--- src/inc/iev_pkg.sv ---
// package: register map, fields, codes and states of the interrupt enable/vector unit
package iev_pkg;
  // ==========================================
  // register byte offsets (aligned words)
  localparam logic [7:0] OFS_SERIAL_STATUS = 8'h00;
  localparam logic [7:0] OFS_DMA_STATUS = 8'h04;
  localparam logic [7:0] OFS_TIMER_STATUS = 8'h08;
  localparam logic [7:0] OFS_SERIAL_ENABLE = 8'h0c;
  localparam logic [7:0] OFS_DMA_ENABLE = 8'h10;
  localparam logic [7:0] OFS_TIMER_ENABLE = 8'h14;
  localparam logic [7:0] OFS_FIXED_VECTOR = 8'h18;
  localparam logic [7:0] OFS_MOD_VECTOR = 8'h1c;
  localparam logic [7:0] OFS_CONTROL = 8'h20;
  // ==========================================
  // field positions and masks
  localparam logic [7:0] TIMER_FIELD_MASK = 8'hf0; // bits 7..4 live, 3..0 read zero
  localparam logic [7:0] MODVEC_USER_MASK = 8'hc0; // bits 7..6 software, rest hardware
  localparam int CTL_PRIO_BIT = 7; // priority order bit
  localparam int CTL_ACK_HI = 6; // ack cycle type field msb
  localparam int CTL_ACK_LO = 5; // ack cycle type field lsb
  localparam int CTL_VSEL_BIT = 4; // vector select bit
  localparam logic [7:0] CTL_MASK = 8'hf0;
  localparam logic [7:0] RESET_BYTE = 8'h00;
  // ==========================================
  // bus answers
  localparam logic [1:0] RESP_OKAY = 2'b00;
  localparam logic [1:0] RESP_SLVERR = 2'b10;
  // ==========================================
  // acknowledge cycle types
  typedef enum logic [1:0] {
    ACK_NONE = 2'b00,
    ACK_SINGLE = 2'b01,
    ACK_DOUBLE = 2'b10,
    ACK_RSVD = 2'b11
  } iev_ack_t;
  // acknowledge sequencer states, gray along idle->first->wait->drive
  typedef enum logic [1:0] {
    ST_IDLE = 2'b00,
    ST_FIRST = 2'b01,
    ST_GAP = 2'b11,
    ST_DRIVE = 2'b10
  } iev_ackst_t;
  // ==========================================
  // hardware source codes, bits 5..0, index = source number 0..19
  localparam int NSRC = 20;
  localparam logic [5:0] SRC_CODE [NSRC] = '{
    6'h04, 6'h06, 6'h08, 6'h0a, 6'h24, 6'h26, 6'h28, 6'h2a,
    6'h14, 6'h16, 6'h18, 6'h1a, 6'h34, 6'h36, 6'h38, 6'h3a,
    6'h1c, 6'h1e, 6'h3c, 6'h3e};
endpackage : iev_pkg

--- src/design/iev_unit.sv ---
// top: interrupt status, enable and vector output unit with an AXI4-Lite slave
// Operation
// - dma status bit0 shows channel0 error
// - timer status read-only, low nibble zero
// - timer status bits7..4 show timers 3..0
// - serial enable per flag, reset zero
// - serial enable bits per channel source
// - dma enable per flag, reset zero
// - dma enable bits ordered channel3 down
// - timer enable bits7..4, low nibble zero
// - vector driven on data bits 7..0
// - fixed mode outputs fixed vector unchanged
// - modified mode: two user bits, code
// - non-ack type keeps data bus released
// - single type drives vector first pulse
// - double type drives on second pulse
// - no vector when request inactive at the first ack pulse; a double cycle drives on its second pulse regardless
// - flag requests only when enabled
// - two-bit ack type field, reset none
// - vector select bit, reset fixed
// - priority bit: serial or dma first
`timescale 1ns/1ps
module iev_unit #(
  parameter int ADDR_W = 8 // bus address width
) (
  input wire logic aclk,
  input wire logic aresetn,
  // axi4-lite slave
  input wire logic [ADDR_W-1:0] s_axi_awaddr,
  input wire logic s_axi_awvalid,
  output logic s_axi_awready,
  input wire logic [31:0] s_axi_wdata,
  input wire logic [3:0] s_axi_wstrb,
  input wire logic s_axi_wvalid,
  output logic s_axi_wready,
  output logic [1:0] s_axi_bresp,
  output logic s_axi_bvalid,
  input wire logic s_axi_bready,
  input wire logic [ADDR_W-1:0] s_axi_araddr,
  input wire logic s_axi_arvalid,
  output logic s_axi_arready,
  output logic [31:0] s_axi_rdata,
  output logic [1:0] s_axi_rresp,
  output logic s_axi_rvalid,
  input wire logic s_axi_rready,
  // source flags, level, held until cleared at the source
  input wire logic [7:0] serial_flags,
  input wire logic [7:0] dma_flags,
  input wire logic [3:0] timer_flags,
  // processor side
  output logic irq_n,
  input wire logic irq_ack_n,
  input wire logic [15:0] data_in,
  output logic [15:0] data_out,
  output logic [15:0] data_oe
);
  initial begin
    if (ADDR_W < 6) $error("address width too small");
  end
  // ==========================================
  // status views and request gating
  logic [7:0] serial_irq_status; // flags follow their sources
  logic [7:0] dma_irq_status;
  logic [7:0] timer_irq_status;
  logic [7:0] serial_irq_enable_r, serial_irq_enable_nxt;
  logic [7:0] dma_irq_enable_r, dma_irq_enable_nxt;
  logic [7:0] timer_irq_enable_r, timer_irq_enable_nxt;
  logic [7:0] fixed_vector_reg_r, fixed_vector_reg_nxt;
  logic [7:0] modvec_user_r, modvec_user_nxt; // bits 7..6 only
  logic [7:0] irq_control_reg_r, irq_control_reg_nxt;
  logic [19:0] pend; // enabled active sources, index = source number
  logic priority_order_bit;
  logic vector_select_bit;
  iev_pkg::iev_ack_t ack_cycle_type;
  logic [5:0] src_code; // code of winning source
  logic [7:0] modified_vector_reg;
  logic [7:0] vector_sel;
  logic unused_in;

  assign unused_in = ^data_in;
  assign serial_irq_status = serial_flags;
  assign dma_irq_status = dma_flags;
  assign timer_irq_status = {timer_flags, 4'h0};
  assign priority_order_bit = irq_control_reg_r[iev_pkg::CTL_PRIO_BIT];
  assign vector_select_bit = irq_control_reg_r[iev_pkg::CTL_VSEL_BIT];
  assign ack_cycle_type = iev_pkg::iev_ack_t'(
    irq_control_reg_r[iev_pkg::CTL_ACK_HI:iev_pkg::CTL_ACK_LO]);

  // ==========================================
  // map status bits to source numbers
  genvar gi;
  generate
    for (gi = 0; gi < 2; gi++) begin : g_ser
      // per serial channel: rx ready, tx ready, rx status, tx status
      assign pend[gi*4+0] = serial_irq_status[gi*4+0] & serial_irq_enable_r[gi*4+0];
      assign pend[gi*4+1] = serial_irq_status[gi*4+1] & serial_irq_enable_r[gi*4+1];
      assign pend[gi*4+2] = serial_irq_status[gi*4+2] & serial_irq_enable_r[gi*4+2];
      assign pend[gi*4+3] = serial_irq_status[gi*4+3] & serial_irq_enable_r[gi*4+3];
    end
    for (gi = 0; gi < 8; gi++) begin : g_dma
      // even bit error, odd bit normal end
      assign pend[8+gi] = dma_irq_status[gi] & dma_irq_enable_r[gi];
    end
    for (gi = 0; gi < 4; gi++) begin : g_tmr
      assign pend[16+gi] = timer_irq_status[4+gi] & timer_irq_enable_r[4+gi];
    end
  endgenerate

  // ==========================================
  // priority pick: scan lowest rank first so the last hit wins
  always_comb begin
    src_code = 6'h00;
    for (int i = 19; i >= 16; i--) begin
      if (pend[i]) src_code = iev_pkg::SRC_CODE[i];
    end
    if (priority_order_bit) begin
      // dma above serial
      for (int i = 7; i >= 0; i--) if (pend[i]) src_code = iev_pkg::SRC_CODE[i];
      for (int i = 15; i >= 8; i--) if (pend[i]) src_code = iev_pkg::SRC_CODE[i];
    end else begin
      // serial above dma
      for (int i = 15; i >= 8; i--) if (pend[i]) src_code = iev_pkg::SRC_CODE[i];
      for (int i = 7; i >= 0; i--) if (pend[i]) src_code = iev_pkg::SRC_CODE[i];
    end
  end

  assign modified_vector_reg = (modvec_user_r & iev_pkg::MODVEC_USER_MASK) | {2'b00, src_code};
  assign vector_sel = vector_select_bit ? modified_vector_reg : fixed_vector_reg_r;

  // ==========================================
  // acknowledge sequencer
  iev_pkg::iev_ackst_t ack_st_r, ack_st_nxt;
  logic ack_d_r, ack_d_nxt; // previous ack level, for falling edge
  logic [7:0] vec_out_r, vec_out_nxt; // latched vector
  logic ack_fall;

  assign ack_fall = ack_d_r & ~irq_ack_n;

  // next state: count ack pulses, drive while the vector pulse is low
  always_comb begin
    ack_st_nxt = ack_st_r;
    vec_out_nxt = vec_out_r;
    ack_d_nxt = irq_ack_n;
    unique case (ack_st_r)
      iev_pkg::ST_IDLE: begin
        if (ack_fall && !irq_n) begin
          if (ack_cycle_type == iev_pkg::ACK_SINGLE) begin
            ack_st_nxt = iev_pkg::ST_DRIVE;
            vec_out_nxt = vector_sel;
          end else if (ack_cycle_type == iev_pkg::ACK_DOUBLE) begin
            ack_st_nxt = iev_pkg::ST_FIRST;
          end
        end
      end
      iev_pkg::ST_FIRST: begin
        // first pulse of a double cycle: bus stays released
        if (irq_ack_n) ack_st_nxt = iev_pkg::ST_GAP;
      end
      iev_pkg::ST_GAP: begin
        if (ack_fall) begin
          ack_st_nxt = iev_pkg::ST_DRIVE;
          vec_out_nxt = vector_sel;
        end
      end
      iev_pkg::ST_DRIVE: begin
        if (irq_ack_n) ack_st_nxt = iev_pkg::ST_IDLE;
      end
    endcase
  end

  always_ff @(posedge aclk) begin
    if (!aresetn) begin
      ack_st_r <= iev_pkg::ST_IDLE;
      ack_d_r <= 1'b1;
      vec_out_r <= iev_pkg::RESET_BYTE;
    end else begin
      ack_st_r <= ack_st_nxt;
      ack_d_r <= ack_d_nxt;
      vec_out_r <= vec_out_nxt;
    end
  end

  // low byte only; high byte never driven
  assign data_out = {8'h00, vec_out_r};
  assign data_oe = {8'h00, {8{ack_st_r == iev_pkg::ST_DRIVE}}};

  // request output, registered
  logic irq_n_r, irq_n_nxt;
  always_comb irq_n_nxt = ~(|pend);
  always_ff @(posedge aclk) begin
    if (!aresetn) irq_n_r <= 1'b1;
    else irq_n_r <= irq_n_nxt;
  end
  assign irq_n = irq_n_r;

  // ==========================================
  // axi4-lite write path
  logic aw_full_r, aw_full_nxt; // address held
  logic w_full_r, w_full_nxt; // data held
  logic [ADDR_W-1:0] aw_addr_r, aw_addr_nxt;
  logic [7:0] w_byte_r, w_byte_nxt;
  logic w_strb_r, w_strb_nxt;
  logic bvalid_r, bvalid_nxt;
  logic [1:0] bresp_r, bresp_nxt;
  logic wr_go;
  logic wr_hit;
  logic [7:0] wr_ofs;

  assign s_axi_awready = ~aw_full_r & ~bvalid_r;
  assign s_axi_wready = ~w_full_r & ~bvalid_r;
  assign wr_go = aw_full_r & w_full_r & ~bvalid_r;
  assign wr_ofs = 8'(aw_addr_r);

  // decode write target
  always_comb begin
    wr_hit = 1'b1;
    unique case (wr_ofs)
      iev_pkg::OFS_SERIAL_STATUS, iev_pkg::OFS_DMA_STATUS, iev_pkg::OFS_TIMER_STATUS,
      iev_pkg::OFS_SERIAL_ENABLE, iev_pkg::OFS_DMA_ENABLE, iev_pkg::OFS_TIMER_ENABLE,
      iev_pkg::OFS_FIXED_VECTOR, iev_pkg::OFS_MOD_VECTOR, iev_pkg::OFS_CONTROL: wr_hit = 1'b1;
      default: wr_hit = 1'b0;
    endcase
  end

  // write channel and register next values
  always_comb begin
    aw_full_nxt = aw_full_r;
    w_full_nxt = w_full_r;
    aw_addr_nxt = aw_addr_r;
    w_byte_nxt = w_byte_r;
    w_strb_nxt = w_strb_r;
    bvalid_nxt = bvalid_r;
    bresp_nxt = bresp_r;
    serial_irq_enable_nxt = serial_irq_enable_r;
    dma_irq_enable_nxt = dma_irq_enable_r;
    timer_irq_enable_nxt = timer_irq_enable_r;
    fixed_vector_reg_nxt = fixed_vector_reg_r;
    modvec_user_nxt = modvec_user_r;
    irq_control_reg_nxt = irq_control_reg_r;
    if (s_axi_awvalid && s_axi_awready) begin
      aw_full_nxt = 1'b1;
      aw_addr_nxt = s_axi_awaddr;
    end
    if (s_axi_wvalid && s_axi_wready) begin
      w_full_nxt = 1'b1;
      w_byte_nxt = s_axi_wdata[7:0];
      w_strb_nxt = s_axi_wstrb[0];
    end
    if (wr_go) begin
      aw_full_nxt = 1'b0;
      w_full_nxt = 1'b0;
      bvalid_nxt = 1'b1;
      bresp_nxt = wr_hit ? iev_pkg::RESP_OKAY : iev_pkg::RESP_SLVERR;
      if (w_strb_r) begin
        unique case (wr_ofs)
          iev_pkg::OFS_SERIAL_ENABLE: serial_irq_enable_nxt = w_byte_r;
          iev_pkg::OFS_DMA_ENABLE: dma_irq_enable_nxt = w_byte_r;
          iev_pkg::OFS_TIMER_ENABLE:
            timer_irq_enable_nxt = w_byte_r & iev_pkg::TIMER_FIELD_MASK;
          iev_pkg::OFS_FIXED_VECTOR: fixed_vector_reg_nxt = w_byte_r;
          iev_pkg::OFS_MOD_VECTOR: modvec_user_nxt = w_byte_r & iev_pkg::MODVEC_USER_MASK;
          iev_pkg::OFS_CONTROL: irq_control_reg_nxt = w_byte_r & iev_pkg::CTL_MASK;
          default: begin
          end
        endcase
      end
    end else if (bvalid_r && s_axi_bready) begin
      bvalid_nxt = 1'b0;
    end
  end

  always_ff @(posedge aclk) begin
    if (!aresetn) begin
      aw_full_r <= 1'b0;
      w_full_r <= 1'b0;
      aw_addr_r <= '0;
      w_byte_r <= iev_pkg::RESET_BYTE;
      w_strb_r <= 1'b0;
      bvalid_r <= 1'b0;
      bresp_r <= iev_pkg::RESP_OKAY;
      serial_irq_enable_r <= iev_pkg::RESET_BYTE;
      dma_irq_enable_r <= iev_pkg::RESET_BYTE;
      timer_irq_enable_r <= iev_pkg::RESET_BYTE;
      fixed_vector_reg_r <= iev_pkg::RESET_BYTE;
      modvec_user_r <= iev_pkg::RESET_BYTE;
      irq_control_reg_r <= iev_pkg::RESET_BYTE;
    end else begin
      aw_full_r <= aw_full_nxt;
      w_full_r <= w_full_nxt;
      aw_addr_r <= aw_addr_nxt;
      w_byte_r <= w_byte_nxt;
      w_strb_r <= w_strb_nxt;
      bvalid_r <= bvalid_nxt;
      bresp_r <= bresp_nxt;
      serial_irq_enable_r <= serial_irq_enable_nxt;
      dma_irq_enable_r <= dma_irq_enable_nxt;
      timer_irq_enable_r <= timer_irq_enable_nxt;
      fixed_vector_reg_r <= fixed_vector_reg_nxt;
      modvec_user_r <= modvec_user_nxt;
      irq_control_reg_r <= irq_control_reg_nxt;
    end
  end
  assign s_axi_bvalid = bvalid_r;
  assign s_axi_bresp = bresp_r;

  // ==========================================
  // axi4-lite read path, reads have no side effect
  logic rvalid_r, rvalid_nxt;
  logic [7:0] rbyte_r, rbyte_nxt;
  logic [1:0] rresp_r, rresp_nxt;
  assign s_axi_arready = ~rvalid_r;

  always_comb begin
    rvalid_nxt = rvalid_r;
    rbyte_nxt = rbyte_r;
    rresp_nxt = rresp_r;
    if (s_axi_arvalid && s_axi_arready) begin
      rvalid_nxt = 1'b1;
      rresp_nxt = iev_pkg::RESP_OKAY;
      unique case (8'(s_axi_araddr))
        iev_pkg::OFS_SERIAL_STATUS: rbyte_nxt = serial_irq_status;
        iev_pkg::OFS_DMA_STATUS: rbyte_nxt = dma_irq_status;
        iev_pkg::OFS_TIMER_STATUS: rbyte_nxt = timer_irq_status;
        iev_pkg::OFS_SERIAL_ENABLE: rbyte_nxt = serial_irq_enable_r;
        iev_pkg::OFS_DMA_ENABLE: rbyte_nxt = dma_irq_enable_r;
        iev_pkg::OFS_TIMER_ENABLE: rbyte_nxt = timer_irq_enable_r;
        iev_pkg::OFS_FIXED_VECTOR: rbyte_nxt = fixed_vector_reg_r;
        iev_pkg::OFS_MOD_VECTOR: rbyte_nxt = modified_vector_reg;
        iev_pkg::OFS_CONTROL: rbyte_nxt = irq_control_reg_r;
        default: begin
          rbyte_nxt = iev_pkg::RESET_BYTE;
          rresp_nxt = iev_pkg::RESP_SLVERR;
        end
      endcase
    end else if (rvalid_r && s_axi_rready) begin
      rvalid_nxt = 1'b0;
    end
  end

  always_ff @(posedge aclk) begin
    if (!aresetn) begin
      rvalid_r <= 1'b0;
      rbyte_r <= iev_pkg::RESET_BYTE;
      rresp_r <= iev_pkg::RESP_OKAY;
    end else begin
      rvalid_r <= rvalid_nxt;
      rbyte_r <= rbyte_nxt;
      rresp_r <= rresp_nxt;
    end
  end
  assign s_axi_rvalid = rvalid_r;
  assign s_axi_rresp = rresp_r;
  assign s_axi_rdata = {24'h000000, rbyte_r};

  // ==========================================
  // assertions
  a_nack_released: assert property (@(posedge aclk) disable iff (!aresetn)
    (ack_cycle_type == iev_pkg::ACK_NONE && ack_st_r == iev_pkg::ST_IDLE) |=> data_oe == 16'h0000)
    else $error("bus driven in non-ack mode");
  a_single_drive: assert property (@(posedge aclk) disable iff (!aresetn)
    (ack_st_r == iev_pkg::ST_IDLE && ack_fall && !irq_n && ack_cycle_type == iev_pkg::ACK_SINGLE)
    |=> (data_oe == 16'h00ff && data_out[7:0] == $past(vector_sel)))
    else $error("single ack vector missing");
  a_double_first: assert property (@(posedge aclk) disable iff (!aresetn)
    (ack_st_r == iev_pkg::ST_IDLE && ack_fall && !irq_n && ack_cycle_type == iev_pkg::ACK_DOUBLE)
    |=> data_oe == 16'h0000 && ack_st_r == iev_pkg::ST_FIRST)
    else $error("double ack drove on first pulse");
  a_no_req_novec: assert property (@(posedge aclk) disable iff (!aresetn)
    (ack_st_r == iev_pkg::ST_IDLE && irq_n) |=> ack_st_r != iev_pkg::ST_DRIVE)
    else $error("vector output without request");
  a_high_byte: assert property (@(posedge aclk) disable iff (!aresetn)
    data_oe[15:8] == 8'h00) else $error("high data byte driven");
  a_irq_gate: assert property (@(posedge aclk) disable iff (!aresetn)
    ((serial_flags & serial_irq_enable_r) == 8'h00 && (dma_flags & dma_irq_enable_r) == 8'h00
    && (timer_irq_status & timer_irq_enable_r) == 8'h00) |=> irq_n)
    else $error("request without enabled flag");
  a_timer_low: assert property (@(posedge aclk) disable iff (!aresetn)
    timer_irq_enable_r[3:0] == 4'h0 && timer_irq_status[3:0] == 4'h0)
    else $error("timer low nibble nonzero");
  a_modvec_code: assert property (@(posedge aclk) disable iff (!aresetn)
    (pend[8] && !priority_order_bit && pend[7:0] == 8'h00) |-> src_code == 6'h14)
    else $error("wrong source code");
endmodule : iev_unit

--- config.mk ---
export PLATFORM = sky130hd
export DESIGN_NAME = iev_unit
export DESIGN_NICKNAME = d
export VERILOG_FILES = /design/src/inc/iev_pkg.sv /design/src/design/iev_unit.sv
export SDC_FILE = /design/constraint.sdc
export NUM_CORES = 1
export LEC_CHECK = 0
export BUFFER_PORTS_ARGS = -buffer_cell sky130_fd_sc_hd__buf_2
export CORE_MARGIN = 2
export CORE_UTILIZATION = 35
export DETAILED_ROUTE_END_ITERATION = 6
export HOLD_SLACK_MARGIN = 0.08
export SLEW_MARGIN = 20
export SYNTH_ARGS = -nofsm -noshare
export SYNTH_HDL_FRONTEND = slang
export SYNTH_SLANG_ARGS = --single-unit
--- constraint.sdc ---
create_clock -name aclk -period 2.26 [get_ports aclk]
set_clock_uncertainty 0.2 [all_clocks]
set_input_delay 0.452 -clock aclk [delete_from_list [all_inputs] [get_ports aclk]]
set_output_delay 0.452 -clock aclk [all_outputs]
set_load 0.05 [all_outputs]
==> flow_summary.toml, run 1 <==
[outcome]
status = "finished clean"

[pwr]
p_int_uw = 2375
swShare_pct = 29.93
seqPwrFrac_pct = 42.0
p_comb_share_pct = 13.6
p_switching_uw = 1014
leakagePower_uw = 0.002398
ir_worst_vdd_mv = 0.6097
power.density_nw_per_um2 = 629.8
clkPwrFrac_pct = 44.5

[grt]
grt_pass1_wl_um = 20040
grt-ovfl-total = 0
grt_use_total_pct = 19.48
antenna_found_initial = 0
grt_pass1_vias = 3817
grt_max_degree = 50

[critical_path]
timing.rr.end = "fixed_vector_reg_r[5]"
required_ns = 2.29
crit_family = "simple AND/OR/NAND/NOR gates"
crit_path_start = "s_axi_bvalid"
r2r_setup_slack_ns = 0.18
critPathMaxStageDelay_ns = 0.39
path_max_fanout = 8
path_buf_inv = 1
crit_chain = "nand3b_4 -> nor4b_2 -> and3_1 -> nand3b_1 -> buf_4 -> mux2i_1 -> nor2_1"
r2r-start = "s_axi_bvalid"
cp.arrival_ns = 2.11
worst-path-stages = 7
path_class = "reg2reg"
startpoint_type = "register"
end_kind = "register"
r2r_cells = 7
slowest_stage = "nor4b_2"

[synth]
synthCells = 540
async_flop_share_pct = 0
ys_seq_elements = 77
synth.area.top_cells = "dfxtp_1, mux2i_1, buf_4"
ys_types = 60
yosysSeqAreaShare_pct = 34.96
synth.most_common_cell = "nand2_1"
synth_common_cells = "nand2_1, dfxtp_1, buf_4"
synth_edf_count = 0
syn_area_um2 = 4409
avgSynthCellArea_um2 = 8.165
synth_top_cell_by_area = "dfxtp_1"
yosys_warnings = 0
synthFlopType = "dfxtp_1"
synth_top_area_share_pct = 34.96

[floorplanning]
num_rows = 41
die_width_um = 116.2
die_area_um2 = 13510
die_y_um = 116.2
start_util_pct = 35.37
io_pins = 170
core_area_um2 = 12470

[route]
vias = 4171
wl_per_cell_um = 15.70
vias_per_cell = 5.074
drt_iter0_markers = 312
wl_um = 12900
ant_nets = 0
dr.pass1.iters = 6
drcViolationCount = 0

[sta]
drv_slew = 0
fmax_mhz = 479.8
final-setup-viol-count = 0
rsz0062_at_grt = "no"
relSlewSlack_pct = 63.58
hold_viol_final = 0
period_share_pct = 92.21
worst_slack_ns = 0.1760
min_period_ns = 2.084
setup_tns_ns = 0
tightest_slew_ns = 0.5455

[cells_and_area]
fin_cells = 822
syn2layout_area_growth_pct = 22.02
n_fill_cell = 1283
fin_area_um2 = 5380
fin_nets = 742
insertedDiodeCount = 0
drive_gt1_share_pct = 24.92

[place]
dp.cells = 805
place_hpwl_um = 10260
gp_congestion = 0.9400
placed_area_um2 = 5050
dp_worst_setup_slack_ns = -0.01789
io_buffer_count = 84

[run]
drv_cap = 0

[clock_network]
cts_buffers = 9
htreeDepth = 3
clock_sinks = 77
postCtsSetupRepairBufs = 0
clk_pin_slew_ns = 0.07
clock_tree.root_cell = "clkbuf_16"
worstSkewPairLatency_ns = 0.35
clockBufferDepth = 2
cts_tree = "built"

[worst_hold_path]
min_path_type = "in2reg"
hp-start = "s_axi_wstrb[0]"
hold_path_end = "w_strb_r"
hold_depth = 3
## worst reg2reg max path: stages, from the launching register on
cell and delay, ns:
dfxtp_1 0.35, nand3b_4 0.19, nor4b_2 0.39, and3_1 0.31
nand3b_1 0.09, buf_4 0.20, mux2i_1 0.18, nor2_1 0.05
## sequential cells by signal (all words and copies together) (netlist names), 2 cells and up
| signal | count |
|---|---|
| aw_addr_r | 8 |
| dma_irq_enable_r | 8 |
| fixed_vector_reg_r | 8 |
| rbyte_r | 8 |
| serial_irq_enable_r | 8 |
| vec_out_r | 8 |
| w_byte_r | 8 |
| irq_control_reg_r | 4 |
| timer_irq_enable_r | 4 |
| ack_st_r | 2 |
| modvec_user_r | 2 |
## cells in the final DEF, fill, tap and decap left out, drive strengths merged, types with 5 or more instances in the layout
cell type,instances
nor4,8
and2,6
nand3,24
a22oi,13
nor3,8
nand2b,9
clkbuf,9
a22o,5
nand2,82
a31oi,6
and3,7
nor2,46
mux2i,42
o21ai,18
buf,126
a21oi,41
nand3b,6
dfxtp,77
nor2b,6
conb,42
inv,11
a211oi,9
a32o,5
## power groups by stage
| stage | Sequential [uW] | Combinational, uW | Clock (uW) |
|---|---|---|---|
| 5_1_grt | 1430 | 495 | 1600 |
| 6_report | 1420 | 460 | 1510 |
| 3_5_place_dp | 1450 | 457 | 0 |
| 3_3_place_gp | 1450 | 453 | 0 |
| 2_1_floorplan | 1460 | 362 | 0 |
| 4_1_cts | 1420 | 459 | 1540 |
## cells by family after synthesis
| kind of cell | share of synthesized area [%] |
|---|---|
| buffers and inverters | 11.92 |
| AND/OR/NAND/NOR | 24.21 |
| AO/OA/AOI/OAI | 18.76 |
| multiplexers | 9.790 |
| adder cells (fa/ha/maj) | 0.2837 |
| flip-flops | 34.96 |
| other | 0.08505 |
## routing by layer
metal / part of all wire, % / GRT usage (%)
met5: 0 / 0
met4: 2.4 / 7.778
met1: 46 / 26.12
met3: 6.3 / 3.321
met2: 45 / 31.24
## how the worst max path moves through the flow
| stage | end |
|---|---|
| 2_1_floorplan | rbyte_r[5] |
| 3_3_place_gp | rbyte_r[2] |
| 3_5_place_dp | rbyte_r[2] |
| 4_1_cts | fixed_vector_reg_r[5] |
| 5_1_grt | vec_out_r[1] |
| 6_report | fixed_vector_reg_r[5] |
## stage by stage
stage          total power [uW]  hold slack [ns]  utilization [%]
6_report                   3389           0.1395            43.16
2_1_floorplan              1818           0.2314                -
3_5_place_dp               1910           0.2585            40.51
3_3_place_gp               1904           0.2561            40.51
5_1_grt                    3517           0.1351            43.16
4_1_cts                    3418           0.1301            43.07
## cell type report
type / instances / area (um2) / area share, %
multi-input combinational: 421 / 2510 / 46.65
timing repair buffer: 127 / 770.7 / 14.33
clock inverter: 7 / 83.83 / 1.558
sequential: 77 / 1541 / 28.65
tap: 172 / 215.2 / 4.000
inverter: 9 / 33.78 / 0.6279
clock buffer: 9 / 225.2 / 4.186
## repair_timing
| item | in CTS | in global routing |
|---|---|---|
| hold buffers | 1 | 0 |
| endpoints found under the hold margin | 1 | 0 |
| endpoints found under the setup margin | 0 | 1 |
| resized for setup | 0 | 2 |
(Power assumes the default switching activity.)
==> run 2, diff against run 1 <==
==> constraint.sdc (replaced) <==
create_clock -name aclk -period 2.26 [get_ports aclk]
set_clock_uncertainty 0.2 [all_clocks]
set_input_delay 0.113 -clock aclk [delete_from_list [all_inputs] [get_ports aclk]]
set_output_delay 0.113 -clock aclk [all_outputs]
set_load 0.05 [all_outputs]
==> run 2 against run 1 <==
Effect of this change: wire length grew 1.5%; via count grew 2.6%; global-route usage grew 0.082 points; flip-flop and latch count is the same; first-iteration DRC count shrank 7.4%; combinational power grew 11%; sequential power is essentially flat; fmax shrank 4.8%; die area is the same; sequential share of layout area shrank 1.5 points; total power grew 1.2%; setup slack lost 0.10 ns; largest cell class unchanged; largest power group unchanged.
==> flow_summary.toml, run 2 (same netlist as run 1, synthesis figures left out) <==
[grt]
grt_max_degree = 55
grt-ovfl-total = 0
grt_pass1_vias = 3841
grt_pass1_wl_um = 20220
antenna_found_initial = 0
grt_use_total_pct = 19.57

[outcome]
status = "finished clean"

[place]
gp_congestion = 0.9444
dp.cells = 784
io_buffer_count = 84
place_hpwl_um = 10080

[sta]
holdWs_ns = 0.08188
fmax_mhz = 457.0
drv_slew = 0
rsz0062_at_grt = "yes"
min_period_ns = 2.188
tightest_slew_ns = 0.5663
relSlewSlack_pct = 62.16
period_share_pct = 96.82
final-setup-viol-count = 0
hold_viol_final = 0

[clock_network]
postCtsSetupRepairBufs = 0
cts_tree = "built"
clk_pin_slew_ns = 0.06
clock_tree.root_cell = "clkbuf_16"
clock_sinks = 77
cts_buffers = 9
worstSkewPairLatency_ns = 0.34
clockBufferDepth = 2
htreeDepth = 3

[critical_path]
cp.arrival_ns = 2.24
required_ns = 2.31
crit_path_start = "s_axi_araddr[6]"
path_class = "in2reg"
path_max_fanout = 6
r2r-start = "irq_control_reg_r[5]"
startpoint_type = "input port"
end_kind = "register"

[pwr]
power.density_nw_per_um2 = 604.1
ir_worst_vdd_mv = 0.3285
leakagePower_uw = 0.002495
power_uw = 3430

[route]
wl_um = 13100
wl_per_cell_um = 15.48
vias = 4279
vias_per_cell = 5.058
drcViolationCount = 0
ant_nets = 0
dr.pass1.iters = 5
drt_iter0_markers = 289

[worst_hold_path]
hp-start = "serial_flags[2]"
min_path_type = "in2reg"

[floorplanning]
start_util_pct = 35.37
die_area_um2 = 13510
die_width_um = 116.2
die_y_um = 116.2
io_pins = 170
core_area_um2 = 12470
num_rows = 41

[cells_and_area]
final_common_cell = "buf_2"
drive_gt1_share_pct = 20.62
n_fill_cell = 1251
syn2layout_area_growth_pct = 28.77
layout_common_cells = "buf_2, nand2_1, dfxtp_1"
fin_nets = 766
insertedDiodeCount = 0
fin_cells = 846

[run]
drv_cap = 0
-- run 2: cell count changes in the layout (fill, tap and decap cells not counted), moves of 2 or more --
| cell | before | now |
|---|---|---|
| buf_4 | 40 | 20 |
| clkinv_4 | 3 | 1 |
| clkinvlp_4 | 0 | 3 |
| dlygate4sd3_1 | 1 | 46 |
-- run 2: worst max-delay path, cell delays in order --
cell and delay, ns:
dlygate4sd3_1 0.53, buf_2 0.16, nor3b_1 0.49, dlygate4sd3_1 0.66, nand2_1 0.07, a311oi_2 0.22
-- run 2: where the power goes --
part / switching (uW) / internal, uW / total, uW
Clock: 621 / 872 / 1490
Sequential: 37.3 / 1390 / 1420
Combinational: 356 / 156 / 512
-- run 2: through the flow --
| step | setup TNS [ns] | instance area [um2] | worst slack [ns] | util [%] |
|---|---|---|---|---|
| 5_1_grt | -0.06166 | 5678 | -0.03215 | 45.55 |
| 3_5_place_dp | 0 | 4877 | 0.1474 | 39.12 |
| 6_report | 0 | 5678 | 0.07176 | 45.55 |
| 2_1_floorplan | 0 | 4563 | 0.05042 | - |
| 4_1_cts | 0 | 5647 | 0.09143 | 45.30 |
| 3_3_place_gp | 0 | 4877 | 0.1704 | 39.12 |
-- run 2: repair_timing --
item,in CTS,in global routing
endpoints found under the setup margin,0,11
hold buffers,46,0
gates resized for setup,0,4
endpoints found under the hold margin,32,0
-- run 2: layer usage --
layer | track usage [%] | up-vias | part of all wire, %
li1 | - | 2117 | -
met1 | 26.57 | 1961 | 45
met2 | 31.55 | 177 | 46
met3 | 2.491 | 24 | 6.1
met4 | 7.937 | 0 | 2.5
met5 | 0 | - | 0
-- run 2: worst paths after layout --
kind | slack (ns) | cells past startpoint | to
max | 0.07 | 6 | rbyte_r[3]
min | 0.08 | 4 | rbyte_r[2]
max reg2reg | 0.16 | 7 | vec_out_r[1]
min reg2reg | 0.27 | 2 | vec_out_r[0]
-- run 2: area by class of cell --
cell class,instances,area [um2],share of cell area (%)
tap,172,215.2,3.790
timing repair buffer,151,1051,18.51
clock buffer,9,225.2,3.967
clock inverter,7,83.83,1.476
inverter,9,33.78,0.5950
multi-input combinational,421,2527,44.51
sequential,77,1541,27.15
==> run 3, diff against run 2 <==
--- a/config.mk
+++ b/config.mk
@@ -9,6 +9,7 @@
 export CORE_MARGIN = 2
 export CORE_UTILIZATION = 35
 export DETAILED_ROUTE_END_ITERATION = 6
+export GPL_TIMING_DRIVEN = 0
 export HOLD_SLACK_MARGIN = 0.08
 export SLEW_MARGIN = 20
 export SYNTH_ARGS = -nofsm -noshare
==> constraint.sdc (replaced) <==
create_clock -name aclk -period 2.7 [get_ports aclk]
set_clock_uncertainty 0.2 [all_clocks]
set_input_delay 0.135 -clock aclk [delete_from_list [all_inputs] [get_ports aclk]]
set_output_delay 0.135 -clock aclk [all_outputs]
set_load 0.05 [all_outputs]
==> run 3 against run 2 <==
Effect of this change: the flow now finishes with violations (design-rule violations); highest routed layer unchanged; clock-buffer cell count grew 1; design area grew 1.2%; critical path depth grew 1; largest cell class unchanged; core utilization grew 0.53 points; critical endpoint is now rbyte_r[2].
==> flow_summary.toml, run 3 (same netlist as run 1, synthesis figures left out) <==
[sta]
worst_slack_ns = 0.3270
rsz0062_at_grt = "no"
holdWs_ns = 0.09601
hold_viol_final = 0
period_share_pct = 87.89
fmax_mhz = 421.4
relSlewSlack_pct = 50.37
setup_tns_ns = 0
tightest_slew_ns = 0.7425
drv_slew = 0
final-setup-viol-count = 0
min_period_ns = 2.373

[critical_path]
crit_family = "compound AO/OA/AOI/OAI gates"
path_buf_inv = 2
critPathMaxStageDelay_ns = 0.42
path_max_fanout = 9
startpoint_type = "register"
cp.arrival_ns = 2.37
crit_chain = "clkbuf_1 -> inv_1 -> a21oi_1 -> a2bb2oi_2 -> o21ai_0 -> a221oi_1 -> nor3_2"
slowest_stage = "clkbuf_1"
path_class = "reg2reg"
required_ns = 2.70
end_kind = "register"

[pwr]
seqPwrFrac_pct = 40.7
leakagePower_uw = 0.002597
clkPwrFrac_pct = 43.9
swShare_pct = 29.27
ir_worst_vdd_mv = 0.2493
p_switching_uw = 854.6
p_int_uw = 2065
power.density_nw_per_um2 = 508.2
p_comb_share_pct = 15.4

[place]
place_hpwl_um = 10890
dp_worst_setup_slack_ns = 0.3358
io_buffer_count = 82
dp.cells = 835
gp_congestion = 0.9154

[floorplanning]
die_width_um = 116.2
num_rows = 41
start_util_pct = 35.37
core_area_um2 = 12470
die_area_um2 = 13510
die_y_um = 116.2
io_pins = 170

[cells_and_area]
final_common_cell = "buf_2"
fin_nets = 795
insertedDiodeCount = 0
drive_gt1_share_pct = 24.47
layout_common_cells = "buf_2, nand2_1, dfxtp_1"
syn2layout_area_growth_pct = 30.28
fin_cells = 875

[clock_network]
cts_buffers = 9
cts_tree = "built"
postCtsSetupRepairBufs = 0
clockBufferDepth = 2
clock_tree.root_cell = "clkbuf_16"
clock_sinks = 77
htreeDepth = 3
worstSkewPairLatency_ns = 0.34
clk_pin_slew_ns = 0.07

[route]
drcViolationCount = 3
vias_per_cell = 4.958
wl_um = 13870
ant_nets = 0
drt_iter0_markers = 309
vias = 4338
dr.pass1.iters = 7
wl_per_cell_um = 15.86

[grt]
grt-ovfl-total = 0
grt_use_total_pct = 20.75
grt_pass1_vias = 3960
antenna_found_initial = 0
grt_max_degree = 16
grt_pass1_wl_um = 21270

[outcome]
violations = "design-rule violations"
status = "finished with violations"

[run]
drv_cap = 0

[worst_hold_path]
min_path_type = "in2reg"
## run 3: cell types whose count changed in the layout (fill, tap and decap cells not counted), moves of 2 or more
cell           previous run  this run
dlygate4sd3_1            46        24
clkbuf_1                  0        16
clkinvlp_4                3         0
buf_6                     0         2
inv_6                     0         3
buf_4                    20        52
## run 3: area by class of cell
cell class / instances / area [um2]
buffer: 74 / 491.7
clock buffer: 10 / 239.0
clock inverter: 6 / 76.32
fill: 1259 / 6721
inverter: 9 / 33.78
multi-input combinational: 421 / 2496
sequential: 77 / 1541
tap: 172 / 215.2
timing repair buffer: 106 / 650.6
## run 3: what timing repair did
action	in CTS	in global routing
gates resized for setup	0	0
hold buffers	24	0
endpoints found under the hold margin	23	0
## run 3: worst reg2reg max path, stage by stage (launching register included)
cell       delay (ns)
dfxtp_1          0.31
clkbuf_1         0.42
inv_1            0.20
a21oi_1          0.19
a2bb2oi_2        0.29
o21ai_0          0.18
a221oi_1         0.36
nor3_2           0.08
## run 3: metrics by stage
step	utilization [%]	area, um2	power, uW
6_report	46.08	5744	2919
5_1_grt	46.08	5744	3039
4_1_cts	46.08	5744	2940
3_5_place_dp	41.62	5189	1633
3_3_place_gp	41.62	5189	1629
2_1_floorplan	-	4563	1522
## run 3: final timing paths
check	start	end	slack, ns	depth (start not counted)
max	irq_control_reg_r[7]	rbyte_r[2]	0.33	7
min	s_axi_arvalid	s_axi_rresp[1]	0.1	4
max reg2reg	irq_control_reg_r[7]	rbyte_r[2]	0.33	7
min reg2reg	s_axi_bresp[1]	s_axi_bresp[1]	0.26	2
## run 3: power by group through the flow
stage / sequential, uW / clock (uW) / combinational (uW)
final: 1190 / 1280 / 449
after CTS: 1190 / 1310 / 445
after floorplan: 1220 / 0 / 303
after global routing: 1190 / 1360 / 483
after detailed placement: 1220 / 0 / 418
after global placement: 1210 / 0 / 415
## run 3: routing by layer
layer | global-route usage, % | vias up | share of wire, %
met2 | 33.41 | 206 | 46
met4 | 7.857 | 0 | 2.3
li1 | - | 2162 | -
met3 | 4.203 | 22 | 6.3
met1 | 27.48 | 1948 | 45
met5 | 0 | - | 0
